File: src/nip_pkg.sv
// Shared constants for the nested interrupt priority controller
`default_nettype none
package nip_pkg;
    localparam int NUM_SRC = 8;
    localparam int IDX_W = 3;
    localparam int ADDR_W = 8;
    // Register byte offsets
    localparam logic [7:0] OFF_STATUS = 8'h00;
    localparam logic [7:0] OFF_REQ = 8'h04;
    localparam logic [7:0] OFF_MASK = 8'h08;
    localparam logic [7:0] OFF_PRIO = 8'h0c;
    localparam logic [7:0] OFF_LAST = 8'h10;
    // Status word fields and reset values
    localparam int GIE_BIT = 7;
    localparam int ISV_BIT = 1;
    localparam logic [7:0] STATUS_RST = 8'h02;
    localparam logic [7:0] MASK_RST = 8'hff;
    localparam logic [7:0] PRIO_RST = 8'hff;
    localparam logic [7:0] REQ_RST = 8'h00;
    // Vectors
    localparam logic [15:0] TRAP_VECTOR = 16'h003e;
    localparam logic [15:0] VECTOR_BASE = 16'h0004;
    // AXI responses
    localparam logic [1:0] RESP_OKAY = 2'h0;
    localparam logic [1:0] RESP_SLVERR = 2'h2;
endpackage
`default_nettype wire

File: src/nip_src_if.sv
// Carrier between the controller and its flag bank and picker
`timescale 1ns/100ps
`default_nettype none
interface nip_src_if;
    logic [nip_pkg::NUM_SRC-1:0] req;
    logic [nip_pkg::NUM_SRC-1:0] mask;
    logic [nip_pkg::NUM_SRC-1:0] prio;
    logic any;
    logic [nip_pkg::IDX_W-1:0] idx;
    logic best_prio;
    modport bank (output req);
    modport pick (input req, input mask, input prio, output any, output idx, output best_prio);
    modport ctl (input req, output mask, output prio, input any, input idx, input best_prio);
endinterface
`default_nettype wire

File: src/nip_flag_bank.sv
// Per-source request flags
`timescale 1ns/100ps
`default_nettype none
module nip_flag_bank (
    input wire logic aclk,
    input wire logic aresetn,
    input wire logic [nip_pkg::NUM_SRC-1:0] set_vec,
    input wire logic [nip_pkg::NUM_SRC-1:0] clr_vec,
    input wire logic wr_en,
    input wire logic [nip_pkg::NUM_SRC-1:0] wr_data,
    nip_src_if.bank src
);
    logic [nip_pkg::NUM_SRC-1:0] req_q;
    logic [nip_pkg::NUM_SRC-1:0] req_d;

    genvar i;
    generate
        for (i = 0; i < nip_pkg::NUM_SRC; i++) begin : g_flag
            // A new request wins over a clear in the same cycle
            always_comb begin
                if (set_vec[i]) begin
                    req_d[i] = 1'b1;
                end else if (wr_en) begin
                    req_d[i] = wr_data[i] & ~clr_vec[i];
                end else begin
                    req_d[i] = req_q[i] & ~clr_vec[i];
                end
            end
        end
    endgenerate

    always_ff @(posedge aclk) begin
        if (!aresetn) begin
            req_q <= nip_pkg::REQ_RST;
        end else begin
            req_q <= req_d;
        end
    end

    assign src.req = req_q;
endmodule
`default_nettype wire

File: src/nip_picker.sv
// Chooses the best eligible maskable request
`timescale 1ns/100ps
`default_nettype none
module nip_picker (
    nip_src_if.pick src
);
    logic [nip_pkg::NUM_SRC-1:0] elig;
    logic [nip_pkg::NUM_SRC-1:0] elig_hi;

    genvar i;
    generate
        for (i = 0; i < nip_pkg::NUM_SRC; i++) begin : g_elig
            assign elig[i] = src.req[i] & ~src.mask[i];
            assign elig_hi[i] = elig[i] & ~src.prio[i];
        end
    endgenerate

    // Programmable level first, then lowest index as the fixed order
    always_comb begin
        src.any = |elig;
        src.best_prio = ~(|elig_hi);
        src.idx = '0;
        for (int k = nip_pkg::NUM_SRC - 1; k >= 0; k--) begin
            if (src.best_prio ? elig[k] : elig_hi[k]) begin
                src.idx = nip_pkg::IDX_W'(k);
            end
        end
    end
endmodule
`default_nettype wire

File: src/nip_ctrl.sv
// Interrupt acknowledgement controller with AXI4-Lite register access
// How it works
// - The software trap is always accepted, whatever enable, mask or level.
// - Trap acceptance saves status then PC, clears enable, vectors to trap word.
// - No new maskable interrupt is accepted unless global enable is set.
// - Any acceptance clears the global enable flag.
// - The enable instruction sets global enable for later decisions.
// - While enabled, equal or higher level nests; strictly lower does not.
// - Nesting uses the programmable level bit; fixed order only breaks ties.
// - Refused requests stay pending; after a return one instruction runs first.
// - In-service flag 0 means high handler; only high requests may nest.
// - In-service flag 1 means idle, low or trap handler; both may nest.
// - Source level bit 0 is high priority, 1 is low.
// - Status, return, enable, push/pop or flag accesses delay acceptance one instruction.
// - The trap does not delay; its enable clear blocks concurrent maskables.
// - A source level bit never affects setting its request flag.
// - A source is eligible when requested and unmasked, accepted only if enabled.
// - Maskable acceptance saves status, PC, clears enable, copies level to in-service.
// - Among simultaneous requests the higher level wins, then the fixed order.
//
// The AXI4-Lite register port and the register offsets were chosen for this implementation.
`timescale 1ns/100ps
`default_nettype none
module nip_ctrl (
    input wire logic aclk,
    input wire logic aresetn,
    input wire logic [nip_pkg::ADDR_W-1:0] s_axi_awaddr,
    input wire logic s_axi_awvalid,
    output logic s_axi_awready,
    input wire logic [31:0] s_axi_wdata,
    input wire logic [3:0] s_axi_wstrb,
    input wire logic s_axi_wvalid,
    output logic s_axi_wready,
    output logic [1:0] s_axi_bresp,
    output logic s_axi_bvalid,
    input wire logic s_axi_bready,
    input wire logic [nip_pkg::ADDR_W-1:0] s_axi_araddr,
    input wire logic s_axi_arvalid,
    output logic s_axi_arready,
    output logic [31:0] s_axi_rdata,
    output logic [1:0] s_axi_rresp,
    output logic s_axi_rvalid,
    input wire logic s_axi_rready,
    input wire logic [nip_pkg::NUM_SRC-1:0] irq_src,
    input wire logic instr_end,
    input wire logic instr_hold,
    input wire logic software_trap_instr,
    input wire logic enable_irq_instr,
    input wire logic disable_irq_instr,
    input wire logic stack_restore,
    input wire logic [7:0] stack_status_word,
    output logic ack_pulse,
    output logic ack_trap,
    output logic [15:0] ack_vector,
    output logic [7:0] ack_status_word,
    output logic global_irq_enable,
    output logic in_service_priority
);
    nip_src_if src ();

    // Status and configuration
    logic gie_q, gie_d, isv_q, isv_d;
    logic [nip_pkg::NUM_SRC-1:0] mask_q, mask_d, prio_q, prio_d;
    logic [nip_pkg::NUM_SRC-1:0] clr_vec;
    logic bus_hold_q, bus_hold_d;
    logic [nip_pkg::IDX_W:0] last_q, last_d;
    // Acknowledge outputs
    logic ack_q, ack_d, trap_q, trap_d;
    logic [15:0] vec_q, vec_d;
    logic [7:0] stw_q, stw_d;
    // AXI state
    logic [nip_pkg::ADDR_W-1:0] awaddr_q, awaddr_d;
    logic [7:0] wbyte_q, wbyte_d;
    logic wlane_q, wlane_d;
    logic aw_have_q, aw_have_d, w_have_q, w_have_d;
    logic awready_q, awready_d, wready_q, wready_d;
    logic bvalid_q, bvalid_d, arready_q, arready_d, rvalid_q, rvalid_d;
    logic [1:0] bresp_q, bresp_d, rresp_q, rresp_d;
    logic [31:0] rdata_q, rdata_d;
    // Decoded strobes
    logic wr_fire, wr_stat, wr_req, wr_mask, wr_prio, wr_hit;
    logic rd_fire, rd_hit, rd_flag;
    logic [7:0] status_now, rd_byte;
    logic accept_point, mask_ok;

    nip_flag_bank u_bank (
        .aclk(aclk),
        .aresetn(aresetn),
        .set_vec(irq_src),
        .clr_vec(clr_vec),
        .wr_en(wr_req),
        .wr_data(wbyte_q),
        .src(src)
    );

    nip_picker u_pick (
        .src(src)
    );

    assign src.mask = mask_q;
    assign src.prio = prio_q;

    always_comb begin
        status_now = 8'h00;
        status_now[nip_pkg::GIE_BIT] = gie_q;
        status_now[nip_pkg::ISV_BIT] = isv_q;
    end

    // Write decode, taken once both address and data are held
    always_comb begin
        wr_fire = aw_have_q & w_have_q & ~bvalid_q;
        wr_stat = 1'b0;
        wr_req = 1'b0;
        wr_mask = 1'b0;
        wr_prio = 1'b0;
        wr_hit = 1'b1;
        if (awaddr_q == nip_pkg::OFF_STATUS) begin
            wr_stat = wr_fire & wlane_q;
        end else if (awaddr_q == nip_pkg::OFF_REQ) begin
            wr_req = wr_fire & wlane_q;
        end else if (awaddr_q == nip_pkg::OFF_MASK) begin
            wr_mask = wr_fire & wlane_q;
        end else if (awaddr_q == nip_pkg::OFF_PRIO) begin
            wr_prio = wr_fire & wlane_q;
        end else begin
            wr_hit = 1'b0;
        end
    end

    // Read decode
    always_comb begin
        rd_fire = s_axi_arvalid & arready_q;
        rd_hit = 1'b1;
        rd_flag = 1'b1;
        rd_byte = 8'h00;
        if (s_axi_araddr == nip_pkg::OFF_STATUS) begin
            rd_byte = status_now;
        end else if (s_axi_araddr == nip_pkg::OFF_REQ) begin
            rd_byte = src.req;
        end else if (s_axi_araddr == nip_pkg::OFF_MASK) begin
            rd_byte = mask_q;
        end else if (s_axi_araddr == nip_pkg::OFF_PRIO) begin
            rd_byte = prio_q;
        end else if (s_axi_araddr == nip_pkg::OFF_LAST) begin
            rd_byte = {4'h0, last_q};
            rd_flag = 1'b0;
        end else begin
            rd_hit = 1'b0;
            rd_flag = 1'b0;
        end
    end

    // AXI channel handshakes
    always_comb begin
        aw_have_d = aw_have_q;
        w_have_d = w_have_q;
        awaddr_d = awaddr_q;
        wbyte_d = wbyte_q;
        wlane_d = wlane_q;
        bvalid_d = bvalid_q;
        bresp_d = bresp_q;
        rvalid_d = rvalid_q;
        rresp_d = rresp_q;
        rdata_d = rdata_q;
        if (s_axi_awvalid && awready_q) begin
            aw_have_d = 1'b1;
            awaddr_d = s_axi_awaddr;
        end
        if (s_axi_wvalid && wready_q) begin
            w_have_d = 1'b1;
            wbyte_d = s_axi_wdata[7:0];
            wlane_d = s_axi_wstrb[0];
        end
        if (wr_fire) begin
            aw_have_d = 1'b0;
            w_have_d = 1'b0;
            bvalid_d = 1'b1;
            bresp_d = wr_hit ? nip_pkg::RESP_OKAY : nip_pkg::RESP_SLVERR;
        end else if (bvalid_q && s_axi_bready) begin
            bvalid_d = 1'b0;
        end
        if (rd_fire) begin
            rvalid_d = 1'b1;
            rdata_d = {24'h000000, rd_byte};
            rresp_d = rd_hit ? nip_pkg::RESP_OKAY : nip_pkg::RESP_SLVERR;
        end else if (rvalid_q && s_axi_rready) begin
            rvalid_d = 1'b0;
        end
        // One write and one read in flight at a time
        awready_d = ~aw_have_d & ~bvalid_d & ~wr_fire;
        wready_d = ~w_have_d & ~bvalid_d & ~wr_fire;
        arready_d = ~rvalid_d;
    end

    // Maskable acceptance may only happen at the end of an instruction that does not hold
    always_comb begin
        accept_point = instr_end & ~instr_hold & ~bus_hold_q;
        mask_ok = src.any & gie_q & (isv_q | ~src.best_prio);
    end

    // Status word, configuration and acknowledge
    always_comb begin
        gie_d = gie_q;
        isv_d = isv_q;
        mask_d = mask_q;
        prio_d = prio_q;
        last_d = last_q;
        clr_vec = '0;
        ack_d = 1'b0;
        trap_d = 1'b0;
        vec_d = vec_q;
        stw_d = stw_q;
        // A bus access to the flag or status registers delays the next decision
        bus_hold_d = bus_hold_q;
        if (instr_end) begin
            bus_hold_d = 1'b0;
        end
        if ((wr_fire && wr_hit) || (rd_fire && rd_flag)) begin
            bus_hold_d = 1'b1;
        end
        if (wr_mask) begin
            mask_d = wbyte_q;
        end
        if (wr_prio) begin
            prio_d = wbyte_q;
        end
        if (wr_stat) begin
            gie_d = wbyte_q[nip_pkg::GIE_BIT];
            isv_d = wbyte_q[nip_pkg::ISV_BIT];
        end
        if (stack_restore) begin
            gie_d = stack_status_word[nip_pkg::GIE_BIT];
            isv_d = stack_status_word[nip_pkg::ISV_BIT];
        end
        if (enable_irq_instr) begin
            gie_d = 1'b1;
        end else if (disable_irq_instr) begin
            gie_d = 1'b0;
        end
        if (software_trap_instr) begin
            // Trap ignores enable, mask and level; it also shuts out maskables
            ack_d = 1'b1;
            trap_d = 1'b1;
            vec_d = nip_pkg::TRAP_VECTOR;
            stw_d = status_now;
            gie_d = 1'b0;
            last_d = {1'b1, nip_pkg::IDX_W'(0)};
        end else if (accept_point && mask_ok) begin
            ack_d = 1'b1;
            vec_d = nip_pkg::VECTOR_BASE + {12'h000, src.idx, 1'b0};
            stw_d = status_now;
            gie_d = 1'b0;
            isv_d = src.best_prio;
            clr_vec[src.idx] = 1'b1;
            last_d = {1'b0, src.idx};
        end
    end

    always_ff @(posedge aclk) begin
        if (!aresetn) begin
            gie_q <= nip_pkg::STATUS_RST[nip_pkg::GIE_BIT];
            isv_q <= nip_pkg::STATUS_RST[nip_pkg::ISV_BIT];
            mask_q <= nip_pkg::MASK_RST;
            prio_q <= nip_pkg::PRIO_RST;
            last_q <= '0;
            bus_hold_q <= 1'b0;
            ack_q <= 1'b0;
            trap_q <= 1'b0;
            vec_q <= 16'h0000;
            stw_q <= 8'h00;
            awaddr_q <= '0;
            wbyte_q <= 8'h00;
            wlane_q <= 1'b0;
            aw_have_q <= 1'b0;
            w_have_q <= 1'b0;
            awready_q <= 1'b0;
            wready_q <= 1'b0;
            bvalid_q <= 1'b0;
            bresp_q <= nip_pkg::RESP_OKAY;
            arready_q <= 1'b0;
            rvalid_q <= 1'b0;
            rresp_q <= nip_pkg::RESP_OKAY;
            rdata_q <= 32'h00000000;
        end else begin
            gie_q <= gie_d;
            isv_q <= isv_d;
            mask_q <= mask_d;
            prio_q <= prio_d;
            last_q <= last_d;
            bus_hold_q <= bus_hold_d;
            ack_q <= ack_d;
            trap_q <= trap_d;
            vec_q <= vec_d;
            stw_q <= stw_d;
            awaddr_q <= awaddr_d;
            wbyte_q <= wbyte_d;
            wlane_q <= wlane_d;
            aw_have_q <= aw_have_d;
            w_have_q <= w_have_d;
            awready_q <= awready_d;
            wready_q <= wready_d;
            bvalid_q <= bvalid_d;
            bresp_q <= bresp_d;
            arready_q <= arready_d;
            rvalid_q <= rvalid_d;
            rresp_q <= rresp_d;
            rdata_q <= rdata_d;
        end
    end

    assign s_axi_awready = awready_q;
    assign s_axi_wready = wready_q;
    assign s_axi_bvalid = bvalid_q;
    assign s_axi_bresp = bresp_q;
    assign s_axi_arready = arready_q;
    assign s_axi_rvalid = rvalid_q;
    assign s_axi_rresp = rresp_q;
    assign s_axi_rdata = rdata_q;
    assign ack_pulse = ack_q;
    assign ack_trap = trap_q;
    assign ack_vector = vec_q;
    assign ack_status_word = stw_q;
    assign global_irq_enable = gie_q;
    assign in_service_priority = isv_q;
endmodule
`default_nettype wire

File: config.mk
export PLATFORM = sky130hd
export DESIGN_NAME = nip_ctrl
export DESIGN_NICKNAME = d
export VERILOG_FILES = /design/src/nip_pkg.sv /design/src/nip_src_if.sv /design/src/nip_flag_bank.sv /design/src/nip_picker.sv /design/src/nip_ctrl.sv
export SDC_FILE = /design/constraint.sdc
export NUM_CORES = 1
export LEC_CHECK = 0
export BUFFER_PORTS_ARGS = -buffer_cell sky130_fd_sc_hd__buf_4
export CAP_MARGIN = 20
export CORE_MARGIN = 8
export CORE_UTILIZATION = 50
export CTS_BUF_LIST = sky130_fd_sc_hd__clkbuf_4 sky130_fd_sc_hd__clkbuf_8 sky130_fd_sc_hd__clkbuf_16
export DETAILED_ROUTE_END_ITERATION = 16
export PLACE_DENSITY = 0.81
export SETUP_SLACK_MARGIN = 0.02
export SLEW_MARGIN = 5
export SYNTH_ARGS = -nofsm -noshare
export SYNTH_HDL_FRONTEND = slang
export SYNTH_SLANG_ARGS = --single-unit
File: constraint.sdc
create_clock -name aclk -period 4 [get_ports aclk]
set_clock_uncertainty 0.2 [all_clocks]
set_input_delay 0.2 -clock aclk [delete_from_list [all_inputs] [get_ports aclk]]
set_output_delay 0.2 -clock aclk [all_outputs]
set_load 0.03 [all_outputs]
* After elaboration in Yosys (flattened, before gate mapping)
Index checks and enable logic that the tools add are counted.
Cells by class: div/mod/pow operators 0, multipliers 0, equality and inequality tests 7, bitwise operators 79, muxes and demuxes 93, reductions and logical operators 18, add/sub/neg operators 1, $lt $le $gt $ge 2, shift operators 0
Operator list (count):
- two-way mux 1 bit | 69
- two-way mux 8 bit | 8
- AND 1 bit | 44
- NOT 1 bit | 34
- equality test 8 x 4 -> 1 bit, second input constant | 4
- two-way mux 3 bit | 8
- equality test 8 x 3 -> 1 bit, second input constant | 2
- logical NOT 8 bit | 2
- OR reduction 8 bit | 2
- two-way mux 4 bit | 3
- two-way mux 6 bit | 2
- equality test 8 x 5 -> 1 bit, second input constant | 1
- logical AND 1 bit | 8
- adder 3 x 4 -> 5 bit, first input constant | 1
- less-than comparator 3 x 4 -> 1 bit, second input constant | 1
- two-way mux 2 bit | 2
- nonzero test 2 bit | 2
- nonzero test 4 bit | 1
- demux 1 bit (select 3 bit) | 1
- greater-or-equal comparator 3 x 1 -> 1 bit, second input constant | 1
- OR reduction 3 bit | 1
- OR reduction 2 bit | 1
- logical OR 1 bit | 1
- bitwise OR 1 bit | 1
Storage, ports and cells: bits in latches 0, logic and storage cells 226, memory bits (writable) 0, output and inout bits 69, flip-flop bits (word level) 77, memory bits (read-only) 0, memories 0

* Logic depth before layout (Yosys ltp)
depth after elaboration 23, gate-level depth with buffers 11, mapped depth without buffers 11

* By module
A second synthesis with hierarchy kept.
Unflattened totals: cells, all modules 440, area, all modules 3873.7 um^2
By module, submodules not included:
- nip_ctrl | cells each 360, area each 3219.3 um^2, sequential area each 1301.2 um^2, times used 1
- nip_flag_bank | cells each 42, area each 382.9 um^2, sequential area each 160.2 um^2, times used 1
- nip_picker | cells each 38, area each 271.5 um^2, sequential area each 0.0 um^2, times used 1

* Worst setup path before layout
No wires, ideal clock.
path type register to register, from register u_bank.req_q, in the netlist u_bank.src.req[7], to register u_bank.req_q, in the netlist u_bank.src.req[6], path buffers 0, data arrival time 2513 ps, cell stages (with the launch flop) 12, slack 1162 ps, cells stage by stage dfxtp_1 nor3b_1 or4_1 o21ai_1 a2bb2oi_1 o21ai_1 and2_1 ha_1 inv_1 or3_1 nor3b_1 a21oi_1
On the way: longest elaborated chain between the ends 22
RTL lines:
- start, declared | RTL line nip_flag_bank.sv:13 | logic [nip_pkg::NUM_SRC-1:0] req_q;
- start signal, assigned | RTL line nip_flag_bank.sv:34 | req_q <= nip_pkg::REQ_RST;
- start signal, assigned | RTL line nip_flag_bank.sv:36 | req_q <= req_d;
- AND 1 bit (*) | RTL line nip_picker.sv:13 | assign elig[i] = src.req[i] & ~src.mask[i];
- AND 1 bit | RTL line nip_picker.sv:14 | assign elig_hi[i] = elig[i] & ~src.prio[i];
- OR reduction 8 bit | RTL line nip_picker.sv:21 | src.best_prio = ~(|elig_hi);
- two-way mux 1 bit | RTL line nip_picker.sv:24 | if (src.best_prio ? elig[k] : elig_hi[k]) begin
- two-way mux 3 bit (7 in series) | RTL line nip_picker.sv:24
- two-way mux 3 bit (*) | RTL line nip_picker.sv:24
- named net src.idx, one bit | RTL line nip_src_if.sv:9 | logic [nip_pkg::IDX_W-1:0] idx;
- less-than comparator 3 x 4 -> 1 bit (not written as such) / greater-or-equal comparator 3 x 1 -> 1 bit (equally long branches) | RTL line nip_ctrl.sv:254 | clr_vec[src.idx] = 1'b1;
- logical AND 1 bit (not written as such) | RTL line nip_ctrl.sv:254
- two-way mux 1 bit (not written as such) | RTL line nip_ctrl.sv:254
- demux 1 bit (select 3 bit) (*) | RTL line nip_ctrl.sv:254
- two-way mux 8 bit (*) | RTL line nip_ctrl.sv:248 | end else if (accept_point && mask_ok) begin
- two-way mux 8 bit (*) | RTL line nip_ctrl.sv:240 | if (software_trap_instr) begin
- NOT 1 bit (*) | RTL line nip_flag_bank.sv:24, nip_flag_bank.sv:26
- AND 1 bit, on equally long branches | RTL line nip_flag_bank.sv:26, nip_flag_bank.sv:24
- two-way mux 1 bit (*) | RTL line nip_flag_bank.sv:23 | end else if (wr_en) begin
- two-way mux 1 bit (*) | RTL line nip_flag_bank.sv:21 | if (set_vec[i]) begin
The timed path passes the listed nets; every way through them passes the cells marked *. A chain may end at the register's enable or synchronous reset.

* Worst setup path in the final report
from register u_bank.req_q, in the netlist u_bank.src.req[5], to register u_bank.req_q, in the netlist u_bank.src.req[6]
The elaborated chain is that of the path after synthesis.

==> flow_summary.yaml <==
setup_path:
  path_class: "flop to flop"
  crit_required_ns: 4.03
  critical_path.max_fanout: 6
  timing.critical_path.from: "u_bank.src.req[5]"
  crit_end_category: "flop"
  arrival_time_reported_for_the_critical_path_endpoint_ns: 3.65
  startpoint_type: "flop"
  worst_r2r_startpoint: "u_bank.src.req[5]"
yosys:
  synth_top_cell_area_share_pct: 36.6
  async_reset_ff_share_pct: 0
  synth_cell_types: 64
  yosys-top-cells-area: "sky130_fd_sc_hd__dfxtp_1 37%, sky130_fd_sc_hd__buf_4 8.3%, sky130_fd_sc_hd__nand2_1 6.6%"
  dominant_cell_type_by_area_after_synthesis: "sky130_fd_sc_hd__dfxtp_1"
  syn_area_um2: 4000
  commonest_register_cell_after_synthesis: "sky130_fd_sc_hd__dfxtp_1"
  synth-seq-cells: 73
  yosysSeqAreaShare_pct: 36.6
  synth.yosys.warnings: 0
  syn-mean-instance-area_um2: 8.47
  synth_enable_flop_cells: 0
  postSynthCellCount: 472
finish:
  finalNetCount: 655
  ff_latch_area_um2: 1460
  multi_input_area_um2: 2230
  antenna_diode_instance_count: 0
  stdcell_count: 677
  final_core_util_pct: 64.0
  synthToLayoutAreaGrowth_pct: 23.6
  fillCellCount: 652
  fraction_of_final_layout_cells_sized_beyond_drive_strength_1_pct: 21.0
drt:
  routed_wl_um: 11300
  drt_drc_violations_left: 0
  drt_iter0_markers: 248
  avgViaCountPerCell: 5.52
  detail_route.wl_per_cell_um: 16.7
  antenna_left: 0
  vias: 3738
  first_pass_iters: 5
hold_path:
  hold_path.class: "input port to flop"
  holdCritStartpoint: "instr_end"
global_routing:
  pin_count_of_the_biggest_net_entering_global_routing: 38
  grt_remaining_overflow: 0
  grt_pass1_wl_um: 18300
  overall_routing_resource_usage_pct: 20.0
  met2_usage_pct: 33.6
  antenna_violations_before_repair: 0
  busiest_layer: "met2"
  grt_util_met1_pct: 24.3
  grt.met3_usage_pct: 4.63
  grt_pass1_vias: 3689
clock_network:
  ctsLongestPathBuffers: 2
  ctsResizeCount: 0
  cts-hold-fix-buffers: 33
  cts-root-buf: "sky130_fd_sc_hd__clkbuf_8"
  clk-insertion-delay-late_ns: 0.36
  cts_tree: "done"
  cts.htree.levels: 3
  cts_buffers: 9
  cts_setup_buffers: 0
  clock_transition_at_the_registers_of_the_reported_paths_ns: 0.09
  clkSinkCount: 73
die:
  area_of_the_core_um2: 7730
  fp-row-count: 32
  top_ports: 150
  die_area_um2: 11100
  die_w_um: 105
  start_util_pct: 51.7
  dieHeight_um: 105
timing:
  tmin_final_ns: 3.63
  rsz0062_at_grt: "false"
  hold_viol: 0
  sum_neg_setup_slack_ns: 0
  maxSlewHeadroom_pct: 48.8
  maxClockFrequency_ghz: 0.276
  worst_pin_slew_ns: 0.762
  timing_max_transition_violations_final: 0
  finalSetupViolations: 0
  layout_worst_path_cycle_share_pct: 90.6
  worst_slack_ns: 0.374
placement:
  final_estimated_routing_congestion_in_global_placement: 0.892
  place_hpwl_um: 8250
  pre_cts_ws_ns: 0.605
  port_buffers: 73
  cell_total_after_placement: 628
power_and_ir_drop:
  power.density_cell_area_nw_per_um2: 327
  p_leak_uw: 0.00208
  ir_drop_uv: 228
run:
  timing.max_cap.violations: 0
run_status:
  outcome: "finished, final reports clean"
## worst paths after layout
kind,endpoint,slack (ns),cells after the start
setup / recovery,u_bank.src.req[6],0.37,11
setup reg to reg,u_bank.src.req[6],0.37,11
hold / removal,bus_hold_q,0.04,4
hold reg to reg,s_axi_wready,0.26,1
## cells by family (layout without fill, tap and decap cells)
kind of cell    count (synthesis)  after routing  synth area share (%)
compound gates                105            105                  17.7
fa+ha+maj                       4              4                  1.25
buf+inv                        75            136                  11.5
flops                          73             73                  36.6
mux                            34             34                  9.61
other cells                     1             43                0.0938
simple gates                  180            180                  23.3
## sequential cells by signal (all words and copies together) (netlist names), 2 cells and up
signal / flops
prio_q: 8
mask_q: 8
awaddr_q: 8
wbyte_q: 8
s_axi_rdata: 8
ack_vector: 4
u_bank.src.req: 8
ack_status_word: 2
last_q: 4
## cell type report
type / instances / area share, %
Clock buffer: 9 / 2.51
Clock inverter: 7 / 1.24
Inverter: 13 / 0.987
Multi-Input combinational cell: 366 / 45.2
Sequential cell: 73 / 29.6
Tap cell: 102 / 2.58
Timing Repair Buffer: 107 / 17.9
## cell usage after synthesis (all sizes together) (2+ instances only)
master	number
o22ai	4
mux4	2
a2bb2oi	2
o41ai	4
a21boi	6
mux2i	20
nand2b	9
or2	4
nand4	3
a221oi	2
a311oi	3
o21a	2
nor4	3
and2	6
nor3	15
o31ai	2
nor2	28
or2b	2
nand3	8
o221ai	5
or3	5
inv	13
o21ai	14
dfxtp	73
a31oi	2
ha	4
a211oi	2
buf	49
o311a	4
a22oi	8
or4	3
nor2b	8
mux2	12
clkbuf	13
a21oi	37
nand2	71
nor3b	12
## stage by stage
| step | instance area, um2 | hold WS [ns] | power [uW] |
|---|---|---|---|
| 4_1_cts | 4940 | 0.0148 | 1610 |
| 3_5_place_dp | 4430 | 0.246 | 1050 |
| 2_1_floorplan | 4160 | 0.125 | 992 |
| 5_1_grt | 4940 | 0.0412 | 1670 |
| 6_report | 4940 | 0.0353 | 1610 |
| 3_3_place_gp | 4430 | 0.235 | 1040 |
## per-layer routing
metal | vias to the layer above | routed length (um)
li1 | 1793 | -
met1 | 1783 | 4850
met2 | 149 | 5460
met3 | 13 | 820
met4 | 0 | 167
met5 | - | 0
## worst max-delay path: stages (launching register included)
cell and delay (ns):
sky130_fd_sc_hd__dfxtp_1 0.45, sky130_fd_sc_hd__nor3b_1 0.34, sky130_fd_sc_hd__nor4_2 0.15, sky130_fd_sc_hd__a21boi_0 0.55, sky130_fd_sc_hd__a2bb2oi_1 0.41, sky130_fd_sc_hd__o211ai_1 0.32, sky130_fd_sc_hd__inv_1 0.16, sky130_fd_sc_hd__ha_1 0.19
sky130_fd_sc_hd__inv_1 0.07, sky130_fd_sc_hd__or3_1 0.36, sky130_fd_sc_hd__nor3b_1 0.19, sky130_fd_sc_hd__a21oi_1 0.09
## report_power, final
part | switching (uW) | total [uW] | leakage (uW) | internal, uW
Combinational | 164 | 274 | 0.00139 | 110
Clock | 319 | 554 | 0.0000884 | 236
Sequential | 30.4 | 786 | 0.000598 | 756
Total | 513 | 1610 | 0.00208 | 1100
## cell usage in the layout, fill, tap and decap left out, types with 6 or more instances in the layout
cell	n
sky130_fd_sc_hd__conb_1	43
sky130_fd_sc_hd__nor3_1	14
sky130_fd_sc_hd__dlygate4sd3_1	33
sky130_fd_sc_hd__buf_4	74
sky130_fd_sc_hd__inv_1	13
sky130_fd_sc_hd__nor2b_1	8
sky130_fd_sc_hd__and2_1	6
sky130_fd_sc_hd__nor3b_1	12
sky130_fd_sc_hd__clkbuf_8	9
sky130_fd_sc_hd__nor2_1	27
sky130_fd_sc_hd__o21ai_0	11
sky130_fd_sc_hd__dfxtp_1	73
sky130_fd_sc_hd__a22oi_1	8
sky130_fd_sc_hd__nand3_1	8
sky130_fd_sc_hd__mux2i_1	20
sky130_fd_sc_hd__mux2_2	12
sky130_fd_sc_hd__a21oi_1	35
sky130_fd_sc_hd__nand2_1	70
sky130_fd_sc_hd__nand2b_1	9
Power figures use the tool's default switching activity.
